`config.mk`:
```
export PLATFORM = sky130hd
export DESIGN_NAME = uart_shadow_data_port
export DESIGN_NICKNAME = d
export VERILOG_FILES = /design/src/shared/shadow_data_pkg.sv /design/src/hw/uart_shadow_data_port.sv
export SDC_FILE = /design/constraint.sdc
export NUM_CORES = 1
export LEC_CHECK = 0
export ABC_AREA = 1
export BUFFER_PORTS_ARGS = -buffer_cell sky130_fd_sc_hd__buf_2
export CAP_MARGIN = 20
export CORE_MARGIN = 2
export CORE_UTILIZATION = 54
export DETAILED_ROUTE_END_ITERATION = 16
export GPL_TIMING_DRIVEN = 0
export PLACE_DENSITY = 0.81
export SYNTH_ARGS = -nofsm -noshare
export SYNTH_HDL_FRONTEND = slang
export SYNTH_SLANG_ARGS = --single-unit
```
`constraint.sdc`:
```
create_clock -name clk_i -period 2.6 [get_ports clk_i]
set_input_delay 0.26 -clock clk_i [delete_from_list [all_inputs] [get_ports clk_i]]
set_output_delay 0.26 -clock clk_i [all_outputs]
set_load 0.01 [all_outputs]
```
`src/shared/shadow_data_pkg.sv`:
```
package shadow_data_pkg;

  // ----------------------------------------------------------------------
  // Register map
  // ----------------------------------------------------------------------
  // Base of the sixteen aliased data slots; slot 2 sits at 0x50001138.
  localparam logic [31:0] SHADOW_BASE_ADDR  = 32'h50001130;
  localparam logic [31:0] SHADOW_SLOT2_ADDR = 32'h50001138;
  localparam int          SHADOW_SLOTS      = 16;
  // Control word: bit 0 fifo enable, bit 1 infrared mode.
  localparam logic [31:0] CTRL_ADDR         = 32'h50001170;
  // Line status word: rx data ready, overrun, tx holding empty.
  localparam logic [31:0] STATUS_ADDR       = 32'h50001174;
  localparam logic [15:0] SHADOW_RESET      = 16'h0000;

  // ----------------------------------------------------------------------
  // Field positions
  // ----------------------------------------------------------------------
  localparam int CTRL_FIFO_EN_BIT  = 0;
  localparam int CTRL_IR_MODE_BIT  = 1;
  localparam int LS_DATA_READY_BIT = 0;
  localparam int LS_OVERRUN_BIT    = 1;
  localparam int LS_THR_EMPTY_BIT  = 5;

  // ----------------------------------------------------------------------
  // Sizes
  // ----------------------------------------------------------------------
  localparam int FIFO_DEPTH_DEFAULT = 16;
  localparam int DATA_W             = 8;

endpackage : shadow_data_pkg

```
`src/hw/uart_shadow_data_port.sv`:
```
`timescale 1ns/10ps
module uart_shadow_data_port
  import shadow_data_pkg::*;
#(
  parameter int FIFO_DEPTH = FIFO_DEPTH_DEFAULT
) (
  // Clock and reset.
  input  wire logic        clk_i,
  input  wire logic        reset_i,
  // APB slave.
  input  wire logic        psel_i,
  input  wire logic        penable_i,
  input  wire logic        pwrite_i,
  input  wire logic [31:0] paddr_i,
  input  wire logic [31:0] pwdata_i,
  output logic      [31:0] prdata_o,
  output logic             pready_o,
  output logic             pslverr_o,
  // Receiver side: bytes from the serial or infrared deserialiser.
  input  wire logic [7:0]  rx_serial_data_i,
  input  wire logic        rx_serial_valid_i,
  input  wire logic [7:0]  rx_ir_data_i,
  input  wire logic        rx_ir_valid_i,
  // Transmitter side: bytes to the serial or infrared serialiser.
  output logic      [7:0]  tx_data_o,
  output logic             tx_serial_valid_o,
  output logic             tx_ir_valid_o,
  input  wire logic        tx_serial_ready_i,
  input  wire logic        tx_ir_ready_i,
  // Status outputs.
  output logic             rx_data_ready_o,
  output logic             rx_overrun_o,
  output logic             tx_holding_empty_o
);

  // ----------------------------------------------------------------------
  // Elaboration checks
  // ----------------------------------------------------------------------
  if (FIFO_DEPTH < 2 || FIFO_DEPTH > 256 || (FIFO_DEPTH & (FIFO_DEPTH - 1)) != 0) begin : g_chk
    $error("FIFO_DEPTH must be a power of two from 2 to 256");
  end

  localparam int AW = $clog2(FIFO_DEPTH);
  // Byte span covered by the aliased data slots.
  localparam logic [31:0] SLOT_SPAN = 32'(4 * SHADOW_SLOTS);

  // ----------------------------------------------------------------------
  // Bus decode
  // ----------------------------------------------------------------------
  logic        fifo_en_q;
  logic        ir_mode_q;
  logic        overrun_q;
  logic        out_valid_q;
  logic [7:0]  out_data_q;
  logic        out_ir_q;

  // The access phase completes in its first cycle; no wait states.
  wire access_w   = psel_i & penable_i;
  // The alias window starts mid-way in a 64-byte block, so decode by offset from its base.
  wire [31:0] slot_off_w = paddr_i - SHADOW_BASE_ADDR;
  wire slot_hit_w = (slot_off_w < SLOT_SPAN) && (slot_off_w[1:0] == 2'b00);
  wire ctrl_hit_w = (paddr_i == CTRL_ADDR);
  wire stat_hit_w = (paddr_i == STATUS_ADDR);
  wire unmapped_w = ~(slot_hit_w | ctrl_hit_w | stat_hit_w);
  wire data_rd_w  = access_w & ~pwrite_i & slot_hit_w;
  wire data_wr_w  = access_w & pwrite_i & slot_hit_w;
  wire ctrl_wr_w  = access_w & pwrite_i & ctrl_hit_w;
  wire stat_rd_w  = access_w & ~pwrite_i & stat_hit_w;

  // ----------------------------------------------------------------------
  // Receive path
  // ----------------------------------------------------------------------
  logic [7:0]  rx_mem_q [FIFO_DEPTH];
  logic [AW:0] rx_wp_q;
  logic [AW:0] rx_rp_q;
  logic [7:0]  rx_hold_q;
  logic        rx_hold_v_q;

  // Input selected by mode.
  wire [7:0] rx_byte_w  = ir_mode_q ? rx_ir_data_i : rx_serial_data_i;
  wire       rx_valid_w = ir_mode_q ? rx_ir_valid_i : rx_serial_valid_i;
  wire rx_empty_w = (rx_wp_q == rx_rp_q);
  wire rx_full_w  = (rx_wp_q[AW] != rx_rp_q[AW]) && (rx_wp_q[AW-1:0] == rx_rp_q[AW-1:0]);
  wire rx_ready_w = fifo_en_q ? ~rx_empty_w : rx_hold_v_q;
  wire rx_pop_w   = data_rd_w & fifo_en_q & ~rx_empty_w;
  wire rx_push_w  = rx_valid_w & fifo_en_q & ~rx_full_w;
  wire ovr_set_w  = rx_valid_w & (fifo_en_q ? rx_full_w : (rx_hold_v_q & ~data_rd_w));
  wire [7:0] rx_head_w = fifo_en_q ? rx_mem_q[rx_rp_q[AW-1:0]] : rx_hold_q;

  // Receive FIFO storage.
  always_ff @(posedge clk_i) begin
    if (rx_push_w) begin
      rx_mem_q[rx_wp_q[AW-1:0]] <= rx_byte_w;
    end
  end

  // Receive pointers and the single holding byte.
  always_ff @(posedge clk_i) begin
    if (reset_i) begin
      rx_wp_q     <= '0;
      rx_rp_q     <= '0;
      rx_hold_q   <= 8'h00;
      rx_hold_v_q <= 1'b0;
    end else begin
      if (rx_push_w) begin
        rx_wp_q <= rx_wp_q + 1'b1;
      end
      if (rx_pop_w) begin
        rx_rp_q <= rx_rp_q + 1'b1;
      end
      if (rx_valid_w & ~fifo_en_q) begin
        rx_hold_q   <= rx_byte_w;
        rx_hold_v_q <= 1'b1;
      end else if (data_rd_w & ~fifo_en_q) begin
        rx_hold_v_q <= 1'b0;
      end
    end
  end

  // Overrun flag: a new overrun wins over the clear by a status read.
  always_ff @(posedge clk_i) begin
    if (reset_i) begin
      overrun_q <= 1'b0;
    end else if (ovr_set_w) begin
      overrun_q <= 1'b1;
    end else if (stat_rd_w) begin
      overrun_q <= 1'b0;
    end
  end

  // ----------------------------------------------------------------------
  // Transmit path
  // ----------------------------------------------------------------------
  logic [7:0]  tx_mem_q [FIFO_DEPTH];
  logic [AW:0] tx_wp_q;
  logic [AW:0] tx_rp_q;
  logic [7:0]  tx_hold_q;
  logic        tx_hold_v_q;

  wire tx_empty_w = (tx_wp_q == tx_rp_q);
  wire tx_full_w  = (tx_wp_q[AW] != tx_rp_q[AW]) && (tx_wp_q[AW-1:0] == tx_rp_q[AW-1:0]);
  wire tx_push_w  = data_wr_w & fifo_en_q & ~tx_full_w;
  wire src_v_w    = fifo_en_q ? ~tx_empty_w : tx_hold_v_q;
  wire [7:0] src_d_w = fifo_en_q ? tx_mem_q[tx_rp_q[AW-1:0]] : tx_hold_q;
  wire out_rdy_w  = out_ir_q ? tx_ir_ready_i : tx_serial_ready_i;
  // Output stage is a two-entry skid buffer so a receiver stall loses nothing.
  logic        skid_v_q;
  logic [7:0]  skid_d_q;
  wire take_w     = src_v_w & ~skid_v_q;
  wire thr_empty_w = fifo_en_q ? tx_empty_w : ~tx_hold_v_q;
  logic        tx_serial_valid_q;
  logic        tx_ir_valid_q;
  // Next state of the output register, so the pin valids can be flops of their own.
  wire out_load_w  = ~out_valid_q | out_rdy_w;
  wire out_valid_d = out_load_w ? (skid_v_q | take_w) : out_valid_q;
  wire out_ir_d    = out_load_w ? ir_mode_q : out_ir_q;

  // Transmit FIFO storage.
  always_ff @(posedge clk_i) begin
    if (tx_push_w) begin
      tx_mem_q[tx_wp_q[AW-1:0]] <= pwdata_i[7:0];
    end
  end

  // Transmit pointers and holding byte.
  always_ff @(posedge clk_i) begin
    if (reset_i) begin
      tx_wp_q     <= '0;
      tx_rp_q     <= '0;
      tx_hold_q   <= 8'h00;
      tx_hold_v_q <= 1'b0;
    end else begin
      if (tx_push_w) begin
        tx_wp_q <= tx_wp_q + 1'b1;
      end
      if (take_w & fifo_en_q) begin
        tx_rp_q <= tx_rp_q + 1'b1;
      end
      if (data_wr_w & ~fifo_en_q) begin
        tx_hold_q   <= pwdata_i[7:0];
        tx_hold_v_q <= 1'b1;
      end else if (take_w & ~fifo_en_q) begin
        tx_hold_v_q <= 1'b0;
      end
    end
  end

  // Skid entry and output register.
  always_ff @(posedge clk_i) begin
    if (reset_i) begin
      out_valid_q <= 1'b0;
      out_data_q  <= 8'h00;
      out_ir_q    <= 1'b0;
      skid_v_q    <= 1'b0;
      skid_d_q    <= 8'h00;
      tx_serial_valid_q <= 1'b0;
      tx_ir_valid_q     <= 1'b0;
    end else begin
      if (take_w & out_valid_q & ~out_rdy_w) begin
        skid_v_q <= 1'b1;
        skid_d_q <= src_d_w;
      end else if (~out_valid_q | out_rdy_w) begin
        if (skid_v_q) begin
          out_valid_q <= 1'b1;
          out_data_q  <= skid_d_q;
          skid_v_q    <= 1'b0;
        end else begin
          out_valid_q <= take_w;
          out_data_q  <= take_w ? src_d_w : out_data_q;
        end
        out_ir_q <= ir_mode_q;
      end
      // Pin valids follow the output register's next state, one per mode.
      tx_serial_valid_q <= out_valid_d & ~out_ir_d;
      tx_ir_valid_q     <= out_valid_d & out_ir_d;
    end
  end

  // ----------------------------------------------------------------------
  // Registers and bus answer
  // ----------------------------------------------------------------------
  wire [31:0] status_w = {26'h0, thr_empty_w, 3'h0, overrun_q, rx_ready_w};
  wire [31:0] rd_mux_w = slot_hit_w ? {24'h0, rx_head_w} :
                         ctrl_hit_w ? {30'h0, ir_mode_q, fifo_en_q} :
                         stat_hit_w ? status_w : 32'h0;

  // Control register, APB read data and status outputs.
  always_ff @(posedge clk_i) begin
    if (reset_i) begin
      fifo_en_q          <= 1'b0;
      ir_mode_q          <= 1'b0;
      prdata_o           <= 32'h0;
      pready_o           <= 1'b0;
      pslverr_o          <= 1'b0;
      rx_data_ready_o    <= 1'b0;
      rx_overrun_o       <= 1'b0;
      tx_holding_empty_o <= 1'b1;
    end else begin
      if (ctrl_wr_w) begin
        fifo_en_q <= pwdata_i[CTRL_FIFO_EN_BIT];
        ir_mode_q <= pwdata_i[CTRL_IR_MODE_BIT];
      end
      pready_o           <= psel_i & ~penable_i;
      pslverr_o          <= psel_i & ~penable_i & unmapped_w;
      prdata_o           <= (psel_i & ~penable_i & ~pwrite_i) ? rd_mux_w : 32'h0;
      rx_data_ready_o    <= rx_ready_w;
      rx_overrun_o       <= overrun_q;
      tx_holding_empty_o <= thr_empty_w;
    end
  end

  // Transmit output pins, each straight from a flop.
  assign tx_data_o         = out_data_q;
  assign tx_serial_valid_o = tx_serial_valid_q;
  assign tx_ir_valid_o     = tx_ir_valid_q;
endmodule : uart_shadow_data_port

```
==> results.json, run 1 <==
{
  "avgSynthCellArea_um2": 10.1,
  "cts_tree": "yes",
  "synth-edff-count": 256,
  "layout-drive-gt1-share_pct": 15.9,
  "final_hold_viol_count": 0,
  "worst_pin_slew_ns": 0.958,
  "via_per_inst": 5.99,
  "die_y_um": 170,
  "cts.sinks": 339,
  "worst_ep_required_time_ns": 2.76,
  "layout_min_cycle_time_ns": 2.63,
  "cellLeakagePower_uw": 0.00634,
  "drc": 0,
  "synth_top_area_share_pct": 51.9,
  "die_w_um": 170,
  "clock_latency_ns": 0.53,
  "endpoint_kind": "flip-flop",
  "initial_utilization_pct": 55.0,
  "slew_viol_final": 0,
  "wire_per_inst_um": 20.0,
  "ir_drop_mv": 0.615,
  "via_count": 11900,
  "grt_max_degree": 19,
  "yosysWarnings": 0,
  "crit_arrival_ns": 2.79,
  "dieArea_mm2": 0.0288,
  "synth_area_mm2": 0.0148,
  "final_cells": 1989,
  "syn_inst": 1462,
  "numCtsBuffers": 35,
  "first_pass_iters": 6,
  "grt_overflow_total": 0,
  "ys_ff_latch": 339,
  "clk_path_buf_depth": 3,
  "synth_flop_cell": "edfxtp_1",
  "placed_area_mm2": 0.0158,
  "area_delta_synth_final_pct": 17.7,
  "insertedDiodeCount": 0,
  "cts-root-buf": "clkbuf_16",
  "synthArstFlopShare_pct": 0,
  "final_cell_area_mm2": 0.0174,
  "status": "finished with violations",
  "failed_checks": "negative setup slack",
  "crit_path_start_kind": "flip-flop",
  "timing.fmax_mhz": 380,
  "clk_pin_slew_ns": 0.06,
  "nets": 1720,
  "io_pins": 136,
  "maxCapViolations": 0,
  "max-slew-margin-rel_pct": 35.9,
  "routed_wl_um": 39800,
  "synth_area_leaders": "edfxtp_1 (52%), dfxtp_1 (11%), nor2_1 (6.6%), o21ai_0 (6.0%), nand2_1 (4.6%)",
  "dp.cells": 1911,
  "grt_pass1_vias": 11300,
  "synth_most_common_cell": "nor2_1",
  "ant_nets": 0,
  "synthTopCellsByCount": "nor2_1 (262), edfxtp_1 (256), nand2_1 (180)",
  "synth_top_area_cell": "edfxtp_1",
  "period_share_pct": 101,
  "row_count": 60,
  "crit_fanout": 10,
  "ys_seq_area_share_pct": 63.1,
  "grt_first_pass_wirelength_um": 59300,
  "core_mm2": 0.0270,
  "rsz0062_at_grt": "yes",
  "htree_num_levels": 2,
  "power_density_mw_per_mm2": 636,
  "place_congestion": 0.977,
  "setup_ws_ns": -0.0286,
  "portBuffers": 85,
  "grt_usage_pct": 26.5,
  "dp_hpwl_um": 26400,
  "fin_skew_ns": 0.0333,
  "first_iter_violations": 1652,
  "crit_type": "flip-flop to flip-flop",
  "ys_types": 46,
  "antenna_found_initial": 0,
  "worstHoldPathType": "primary input to flip-flop",
  "setup_viol": 13
}
==> per-stage QoR <==
stage	setup TNS (ns)	util, %	hold WS (ns)	power (uW)	worst slack [ns]
final	-0.228	64.7	0.0704	11100	-0.0286
after floorplan	0	-	0.359	6140	0.172
after CTS	-8.68	62.9	0.0660	11100	-0.226
after detailed placement	-92.43	58.4	0.451	6300	-0.774
after global placement	-89.08	58.4	0.445	6300	-0.785
after global routing	-15.44	64.7	0.0936	11400	-0.270
==> critical path, stage by stage (launching register included) <==
cell and delay, ns:
dfxtp_1 0.31, clkbuf_1 0.37, mux2i_1 0.20, nor2_1 0.16
nand2_1 0.15, inv_1 0.18, nand2_1 0.15, nor2_1 0.75
==> logic make-up (layout without fill, tap and decap cells) <==
family	after synthesis	in the layout	share of synthesized area, %
and+or+nand+nor	589	589	17.2
adders and majority gates	10	10	0.845
other	1	24	0.0253
xor gates and xnor gates	10	10	0.591
AOI/OAI and AO/OA	328	328	12.8
buffers and inverters	184	347	5.35
DFF	339	339	63.1
muxes	1	1	0.0676
==> where the power goes <==
| part | switching [uW] | internal, uW | total, uW |
|---|---|---|---|
| registers | 6.66 | 5820 | 5830 |
| clock network | 2090 | 2810 | 4900 |
| logic | 252 | 117 | 369 |
==> layout make-up <==
cell class                 count  area, um^2
sequential                   339        9350
multi-input combinational    962        5010
clock buffer                  54        1040
clock inverter                10        95.1
inverter                      96         370
timing repair buffer         102         718
fill                        1985        9510
buffer                        85         428
tap                          341         427
==> worst paths after layout <==
kind | from | to | slack (ns) | cells after the start
worst min register to register | rx_hold_q[2] | rx_hold_q[2] | 0.46 | 2
worst max register to register | ir_mode_q | rx_mem_q[6][4] | -0.03 | 7
worst max-delay path | ir_mode_q | rx_mem_q[6][4] | -0.03 | 7
worst min-delay path | psel_i | pready_o | 0.07 | 3
==> flip-flops by register name (all words and copies together), names as in the netlist, 5 cells and up, named ones only <==
register and cells:
rx_rp_q 5, prdata_o 8, tx_hold_q 8, skid_d_q 8
rx_hold_q 8, rx_wp_q 5, tx_mem_q 128, tx_data_o 8
rx_mem_q 128, tx_rp_q 5, tx_wp_q 5
==> layer usage <==
metal | track usage [%] | part of all wire (%) | vias up
li1 | - | - | 5435
met1 | 34.7 | 37 | 5554
met2 | 45.0 | 49 | 796
met3 | 4.08 | 10 | 139
met4 | 10.0 | 3.7 | 0
met5 | 0 | 0 | -
==> timing repair <==
item                                    CTS  global route
buffers inserted                          0            16
hold buffers                              1             0
endpoints found under the setup margin  142           276
hold endpoints to repair                  1             0
gates resized for setup                  17            64
pin swaps                                 0            15
==> cell usage in the layout (no fill, tap or decap), drive strengths merged, types with 54 or more instances in the layout <==
cell type / instances
a21oi: 54
buf: 129
clkbuf: 111
dfxtp: 83
edfxtp: 256
inv: 95
nand2: 190
nand3: 81
nor2: 274
o21ai: 186
Power figures use the tool's default switching activity.
==> run 2: changes to the inputs <==
CORE_UTILIZATION = 55   (was 54)
CTS_BUF_LIST = sky130_fd_sc_hd__clkbuf_8   (was default)
PLACE_DENSITY = 0.83   (was 0.81)
==> run 2 against run 1 <==
The flow still finishes with violations (negative setup slack). Final area shrank 1.3%. Count of clock-buffer cells in the layout up 4. Sequential cell count is the same. Highest routed layer unchanged.
==> results.json, run 2 (synthesized netlist as in run 1, its figures left out) <==
{
  "fin_skew_ns": 0.0562,
  "routed_wl_um": 39300,
  "die_w_um": 168,
  "maxCapViolations": 0,
  "crit_type": "flip-flop to flip-flop",
  "status": "finished with violations",
  "via_count": 12000,
  "regToRegStartpoint": "ir_mode_q",
  "drc": 0,
  "period_share_pct": 100,
  "cts.sinks": 339,
  "power_uw": 10600,
  "clk_path_buf_depth": 3,
  "setup_viol": 1,
  "place_congestion": 0.926,
  "grt_pass1_vias": 11400,
  "insertedDiodeCount": 0,
  "fin_util_pct": 64.4,
  "portBuffers": 85,
  "clock_latency_ns": 0.61,
  "grt_max_degree": 19,
  "cts-root-buf": "clkbuf_8",
  "numCtsBuffers": 52,
  "mostFrequentLayoutCells": "edfxtp_1 (256), nor2_1 (229), nand2_1 (180), o21ai_0 (177), inv_1 (109)",
  "placed_area_mm2": 0.0158,
  "hold_depth": 3,
  "initial_utilization_pct": 55.4,
  "crit_path_start_kind": "flip-flop",
  "worst_ep_required_time_ns": 2.78,
  "area_delta_synth_final_pct": 16.2,
  "worstHoldPathType": "primary input to flip-flop",
  "rsz0062_at_grt": "yes",
  "max-slew-margin-rel_pct": 36.8,
  "antenna_found_initial": 0,
  "dp_hpwl_um": 26300,
  "setup_ws_ns": -0.00676,
  "failed_checks": "negative setup slack",
  "nets": 1735,
  "cellLeakagePower_uw": 0.00636,
  "first_pass_iters": 6,
  "regToRegSetupSlack_ns": -0.007,
  "final_cell_area_mm2": 0.0172,
  "via_per_inst": 5.94,
  "dieArea_mm2": 0.0283,
  "layout_min_cycle_time_ns": 2.61,
  "grt_first_pass_wirelength_um": 58900,
  "row_count": 60,
  "htree_num_levels": 2,
  "final_hold_viol_count": 0,
  "power_density_mw_per_mm2": 616,
  "endpoint_kind": "flip-flop",
  "die_y_um": 168,
  "layout-drive-gt1-share_pct": 16.7,
  "worst_pin_slew_ns": 0.944,
  "timing.fmax_mhz": 384,
  "hold_path_startpoint": "psel_i",
  "whs_endpoint": "pready_o",
  "first_iter_violations": 1461,
  "crit_fanout": 10,
  "r2r-end": "rx_mem_q[6][0]",
  "core_mm2": 0.0267,
  "finalSetupTns_ns": -0.00676,
  "cts_tree": "yes",
  "grt_overflow_total": 0,
  "io_pins": 136,
  "slew_viol_final": 0,
  "holdWs_ns": 0.0273,
  "clk_pin_slew_ns": 0.06,
  "reg2reg_depth": 7,
  "crit_arrival_ns": 2.79,
  "ir_drop_mv": 0.431,
  "grt_usage_pct": 26.7,
  "wire_per_inst_um": 19.5,
  "layout_commonest_cell": "edfxtp_1",
  "ant_nets": 0
}
## run 2: stage by stage
| stage | worst slack, ns | instances |
|---|---|---|
| final | -0.00676 | 2019 |
| after global routing | -0.179 | 2019 |
| after CTS | -0.196 | 2015 |
| after detailed placement | -0.786 | 1911 |
| after global placement | -0.637 | 1911 |
| after floorplan | 0.172 | 1485 |
## run 2: where the power goes
group          switching (uW)  internal (uW)  total, uW
combinational             252            116        368
clock                    2050           2360       4410
sequential               6.90           5820       5830
## run 2: worst max path at each step
stage,startpoint,cells after the start,to
after floorplan,paddr_i[12],17,tx_mem_q[0][0]
after global placement,paddr_i[5],17,tx_mem_q[0][4]
after detailed placement,paddr_i[5],17,tx_mem_q[0][4]
after CTS,fifo_en_q,8,tx_mem_q[7][4]
after global routing,ir_mode_q,7,rx_mem_q[10][5]
final,ir_mode_q,7,rx_mem_q[6][0]
## run 2: cell type report
cell class              count  area [um^2]
fillers                  1990         9510
flip-flops and latches    339         9350
multi-input cells         962         4990
clock buffers              58          798
repair buffers             99          596
plain buffers              86          433
well taps                 341          427
inverters                  96          370
clock inverters            38          256
## run 2: what timing repair did
item | 4_1_cts | 5_1_grt
resized for setup | 30 | 47
hold endpoints to repair | 1 | 0
endpoints found under the setup margin | 140 | 267
hold buffers | 1 | 0
buffers inserted | 7 | 6
pin swaps | 4 | 4
## run 2: worst max-delay path: stages, from the launching register on
cell and delay [ns]:
dfxtp_1 0.30, clkbuf_1 0.36, mux2i_1 0.21, nor2_1 0.16, nand2_1 0.13, inv_1 0.17
nand2_1 0.15, nor2_1 0.74
## run 2: per-layer routing
metal	track usage (%)	part of all wire, %	vias to the layer above
met1	34.1	38	5612
met2	45.0	49	768
met3	4.87	9.8	142
li1	-	-	5470
met5	0	0	-
met4	11.7	4.0	0
==> run 3: changes to the inputs <==
--- a/config.mk
+++ b/config.mk
@@ -6,13 +6,12 @@
 export NUM_CORES = 1
 export LEC_CHECK = 0
-export ABC_AREA = 1
 export BUFFER_PORTS_ARGS = -buffer_cell sky130_fd_sc_hd__buf_2
 export CAP_MARGIN = 20
 export CORE_MARGIN = 2
-export CORE_UTILIZATION = 55
+export CORE_UTILIZATION = 32
 export CTS_BUF_LIST = sky130_fd_sc_hd__clkbuf_8
 export DETAILED_ROUTE_END_ITERATION = 16
 export GPL_TIMING_DRIVEN = 0
-export PLACE_DENSITY = 0.83
+export PLACE_DENSITY = 0.55
 export SYNTH_ARGS = -nofsm -noshare
 export SYNTH_HDL_FRONTEND = slang
==> constraint.sdc (replaced) <==
create_clock -name clk_i -period 2.6 [get_ports clk_i]
set_input_delay 0.26 -clock clk_i [delete_from_list [all_inputs] [get_ports clk_i]]
set_output_delay 0.26 -clock clk_i [all_outputs]
set_load 0.005 [all_outputs]
==> run 3 against run 2 <==
Highest routed layer unchanged. The run now ends clean. Worst hold slack improved by 0.046 ns. Critical endpoint is now rx_rp_q[2]. Critical path depth rose by 2. Non-clock buffer count fell by 7.
==> results.json, run 3 <==
{
  "yosysWarnings": 0,
  "crit_type": "primary input to flip-flop",
  "clk_path_buf_depth": 3,
  "io_pins": 136,
  "setup_viol": 0,
  "crit_path_start_kind": "primary input",
  "synth_top_area_cell": "edfxtp_1",
  "grt_overflow_total": 0,
  "multiInputGateArea_mm2": 0.00460,
  "cp_common_cell": "or4_4",
  "mostFrequentLayoutCells": "edfxtp_1 (256), buf_2 (90), mux4_2 (77), dfxtp_1 (76), nor2_1 (59)",
  "crit_arrival_ns": 3.09,
  "ant_nets": 0,
  "synth_flop_cell": "edfxtp_1",
  "via_count": 8006,
  "power_density_mw_per_mm2": 607,
  "nets": 1141,
  "ys_types": 54,
  "synth_area_leaders": "edfxtp_1 (55%), mux4_2 (13%), dfxtp_1 (12%), mux2i_1 (2.5%), nor2_1 (2.2%)",
  "cts.sinks": 339,
  "synth_area_mm2": 0.0139,
  "crit_fanout": 6,
  "initial_utilization_pct": 32.3,
  "layout-drive-gt1-share_pct": 36.2,
  "finalSetupTns_ns": 0,
  "synth_most_common_cell": "edfxtp_1",
  "maxCapViolations": 0,
  "holdWs_ns": 0.0728,
  "worstHoldPathType": "primary input to flip-flop",
  "clk_pin_slew_ns": 0.06,
  "insertedDiodeCount": 0,
  "dpl_worst_slack_ns": -1.22,
  "regToRegSetupSlack_ns": 0.04,
  "clock_latency_ns": 0.60,
  "endpoint_kind": "flip-flop",
  "synthArstFlopShare_pct": 0,
  "final_cells": 1672,
  "period_share_pct": 98.5,
  "grt_max_degree": 19,
  "numCtsBuffers": 55,
  "dp_hpwl_um": 22000,
  "row_count": 76,
  "first_iter_violations": 553,
  "antenna_found_initial": 0,
  "die_w_um": 212,
  "grt_pass1_vias": 8134,
  "grt_first_pass_wirelength_um": 48900,
  "ir_drop_mv": 0.311,
  "dieArea_mm2": 0.0450,
  "ys_ff_latch": 339,
  "rsz0062_at_grt": "yes",
  "area_delta_synth_final_pct": 22.4,
  "fillers": 3973,
  "worst_pin_slew_ns": 0.990,
  "whs_endpoint": "out_ir_q",
  "timing.fmax_mhz": 390,
  "dp.cells": 1546,
  "htree_num_levels": 2,
  "synth-edff-count": 256,
  "status": "completed",
  "via_per_inst": 4.79,
  "fin_skew_ns": 0.0290,
  "synth_top_area_share_pct": 55.4,
  "setup_ws_ns": 0.0383,
  "reg2reg_depth": 6,
  "cpLargestDelayFamily": "simple AND/OR/NAND/NOR gates",
  "critical_path.max_stage_delay_ns": 0.54,
  "worst_path_max_delay_cell": "or4b_4",
  "final_hold_viol_count": 0,
  "drc": 0,
  "seqCellArea_mm2": 0.00936,
  "ys_seq_area_share_pct": 67.4,
  "cts-root-buf": "clkbuf_8",
  "wire_per_inst_um": 19.4,
  "hold_depth": 4,
  "worstPathCellList": "buf_2 > or4_4 > or4b_4 > a211oi_4 > buf_4 > nor2_4 > or4_4 > or4_4 > a21oi_4",
  "crit_buf_inv": 2,
  "first_pass_iters": 7,
  "place_congestion": 0.805,
  "layout_commonest_cell": "edfxtp_1",
  "grt_usage_pct": 14.5,
  "synthTopCellsByCount": "edfxtp_1 (256), dfxtp_1 (83), nor2_1 (82)",
  "avgSynthCellArea_um2": 16.3,
  "hold_path_startpoint": "tx_serial_ready_i",
  "max-slew-margin-rel_pct": 33.6,
  "r2r-end": "tx_data_o[1]",
  "core_mm2": 0.0429,
  "syn_inst": 850,
  "die_y_um": 212,
  "portBuffers": 86,
  "layout_min_cycle_time_ns": 2.56,
  "slew_viol_final": 0,
  "routed_wl_um": 32500,
  "cellLeakagePower_uw": 0.00566,
  "worst_ep_required_time_ns": 3.12,
  "cts_tree": "yes",
  "crit_cells": 9
}
run 3: kinds of logic (layout without fill, tap and decap cells):
kind of cell,after synthesis,count (layout),share of synthesized area [%]
flip-flops,339,339,67.4
AND/OR/NAND/NOR,201,201,7.26
multiplexers,138,138,17.1
buffers and inverters,78,292,2.83
AO/OA/AOI/OAI,62,62,3.10
XOR/XNOR,21,21,1.33
adder cells (fa/ha/maj),10,10,0.902
other,1,24,0.0270
run 3: stage by stage:
| stage | util, % | total power [uW] | instance area, um^2 |
|---|---|---|---|
| 4_1_cts | 39.1 | 10400 | 16800 |
| 3_5_place_dp | 35.6 | 6210 | 15300 |
| 5_1_grt | 39.6 | 10700 | 17000 |
| 3_3_place_gp | 35.5 | 6200 | 15200 |
| 2_1_floorplan | - | 6070 | 14100 |
| 6_report | 39.6 | 10300 | 17000 |
run 3: what timing repair did:
action	CTS	global route
pin swaps	13	7
setup buffers	18	9
setup endpoints to repair	276	258
gates resized for setup	71	26
endpoints found under the hold margin	2	0
hold buffers	3	0
cloned	0	1
run 3: how the worst max path moves through the flow:
stage	slack, ns	end	start
after floorplan	-0.35	tx_mem_q[6][0]	paddr_i[21]
after global placement	-1.18	tx_mem_q[8][3]	paddr_i[21]
after detailed placement	-1.22	tx_mem_q[8][3]	paddr_i[21]
after CTS	-0.11	rx_mem_q[14][5]	rx_wp_q[3]
after global routing	-0.01	tx_data_o[2]	flip-flop
final	0.04	rx_rp_q[2]	paddr_i[21]
run 3: power breakdown:
part / switching, uW / leakage [uW] / total (uW) / internal, uW
combinational: 176 / 0.00210 / 276 / 99.4
clock: 2110 / 0.000582 / 4190 / 2070
sequential: 6.41 / 0.00298 / 5830 / 5820
total: 2300 / 0.00566 / 10300 / 8000
run 3: routing by layer:
layer  part of all wire (%)  wire length (um)  GRT usage [%]  up-vias
met5                      0                 0              0        -
met3                    5.1              1670           2.53       53
li1                       -                 -              -     3666
met2                     47             15200           23.5      237
met1                     46             15000           19.9     4050
met4                    2.1               681           4.40        0
run 3: layout make-up:
type                    instances  share of cell area [%]
clock buffers                  58                    4.70
flip-flops and latches        339                    55.2
repair buffers                119                    4.91
well taps                     585                    4.31
plain buffers                  59                    2.35
inverters                      12                   0.265
clock inverters                44                    1.18
multi-input cells             456                    27.1
run 3: worst min-delay path, cell delays in order:
cell      delay, ns
buf_2          0.08
nand2b_1       0.09
a21oi_1        0.07
nor3_1         0.11
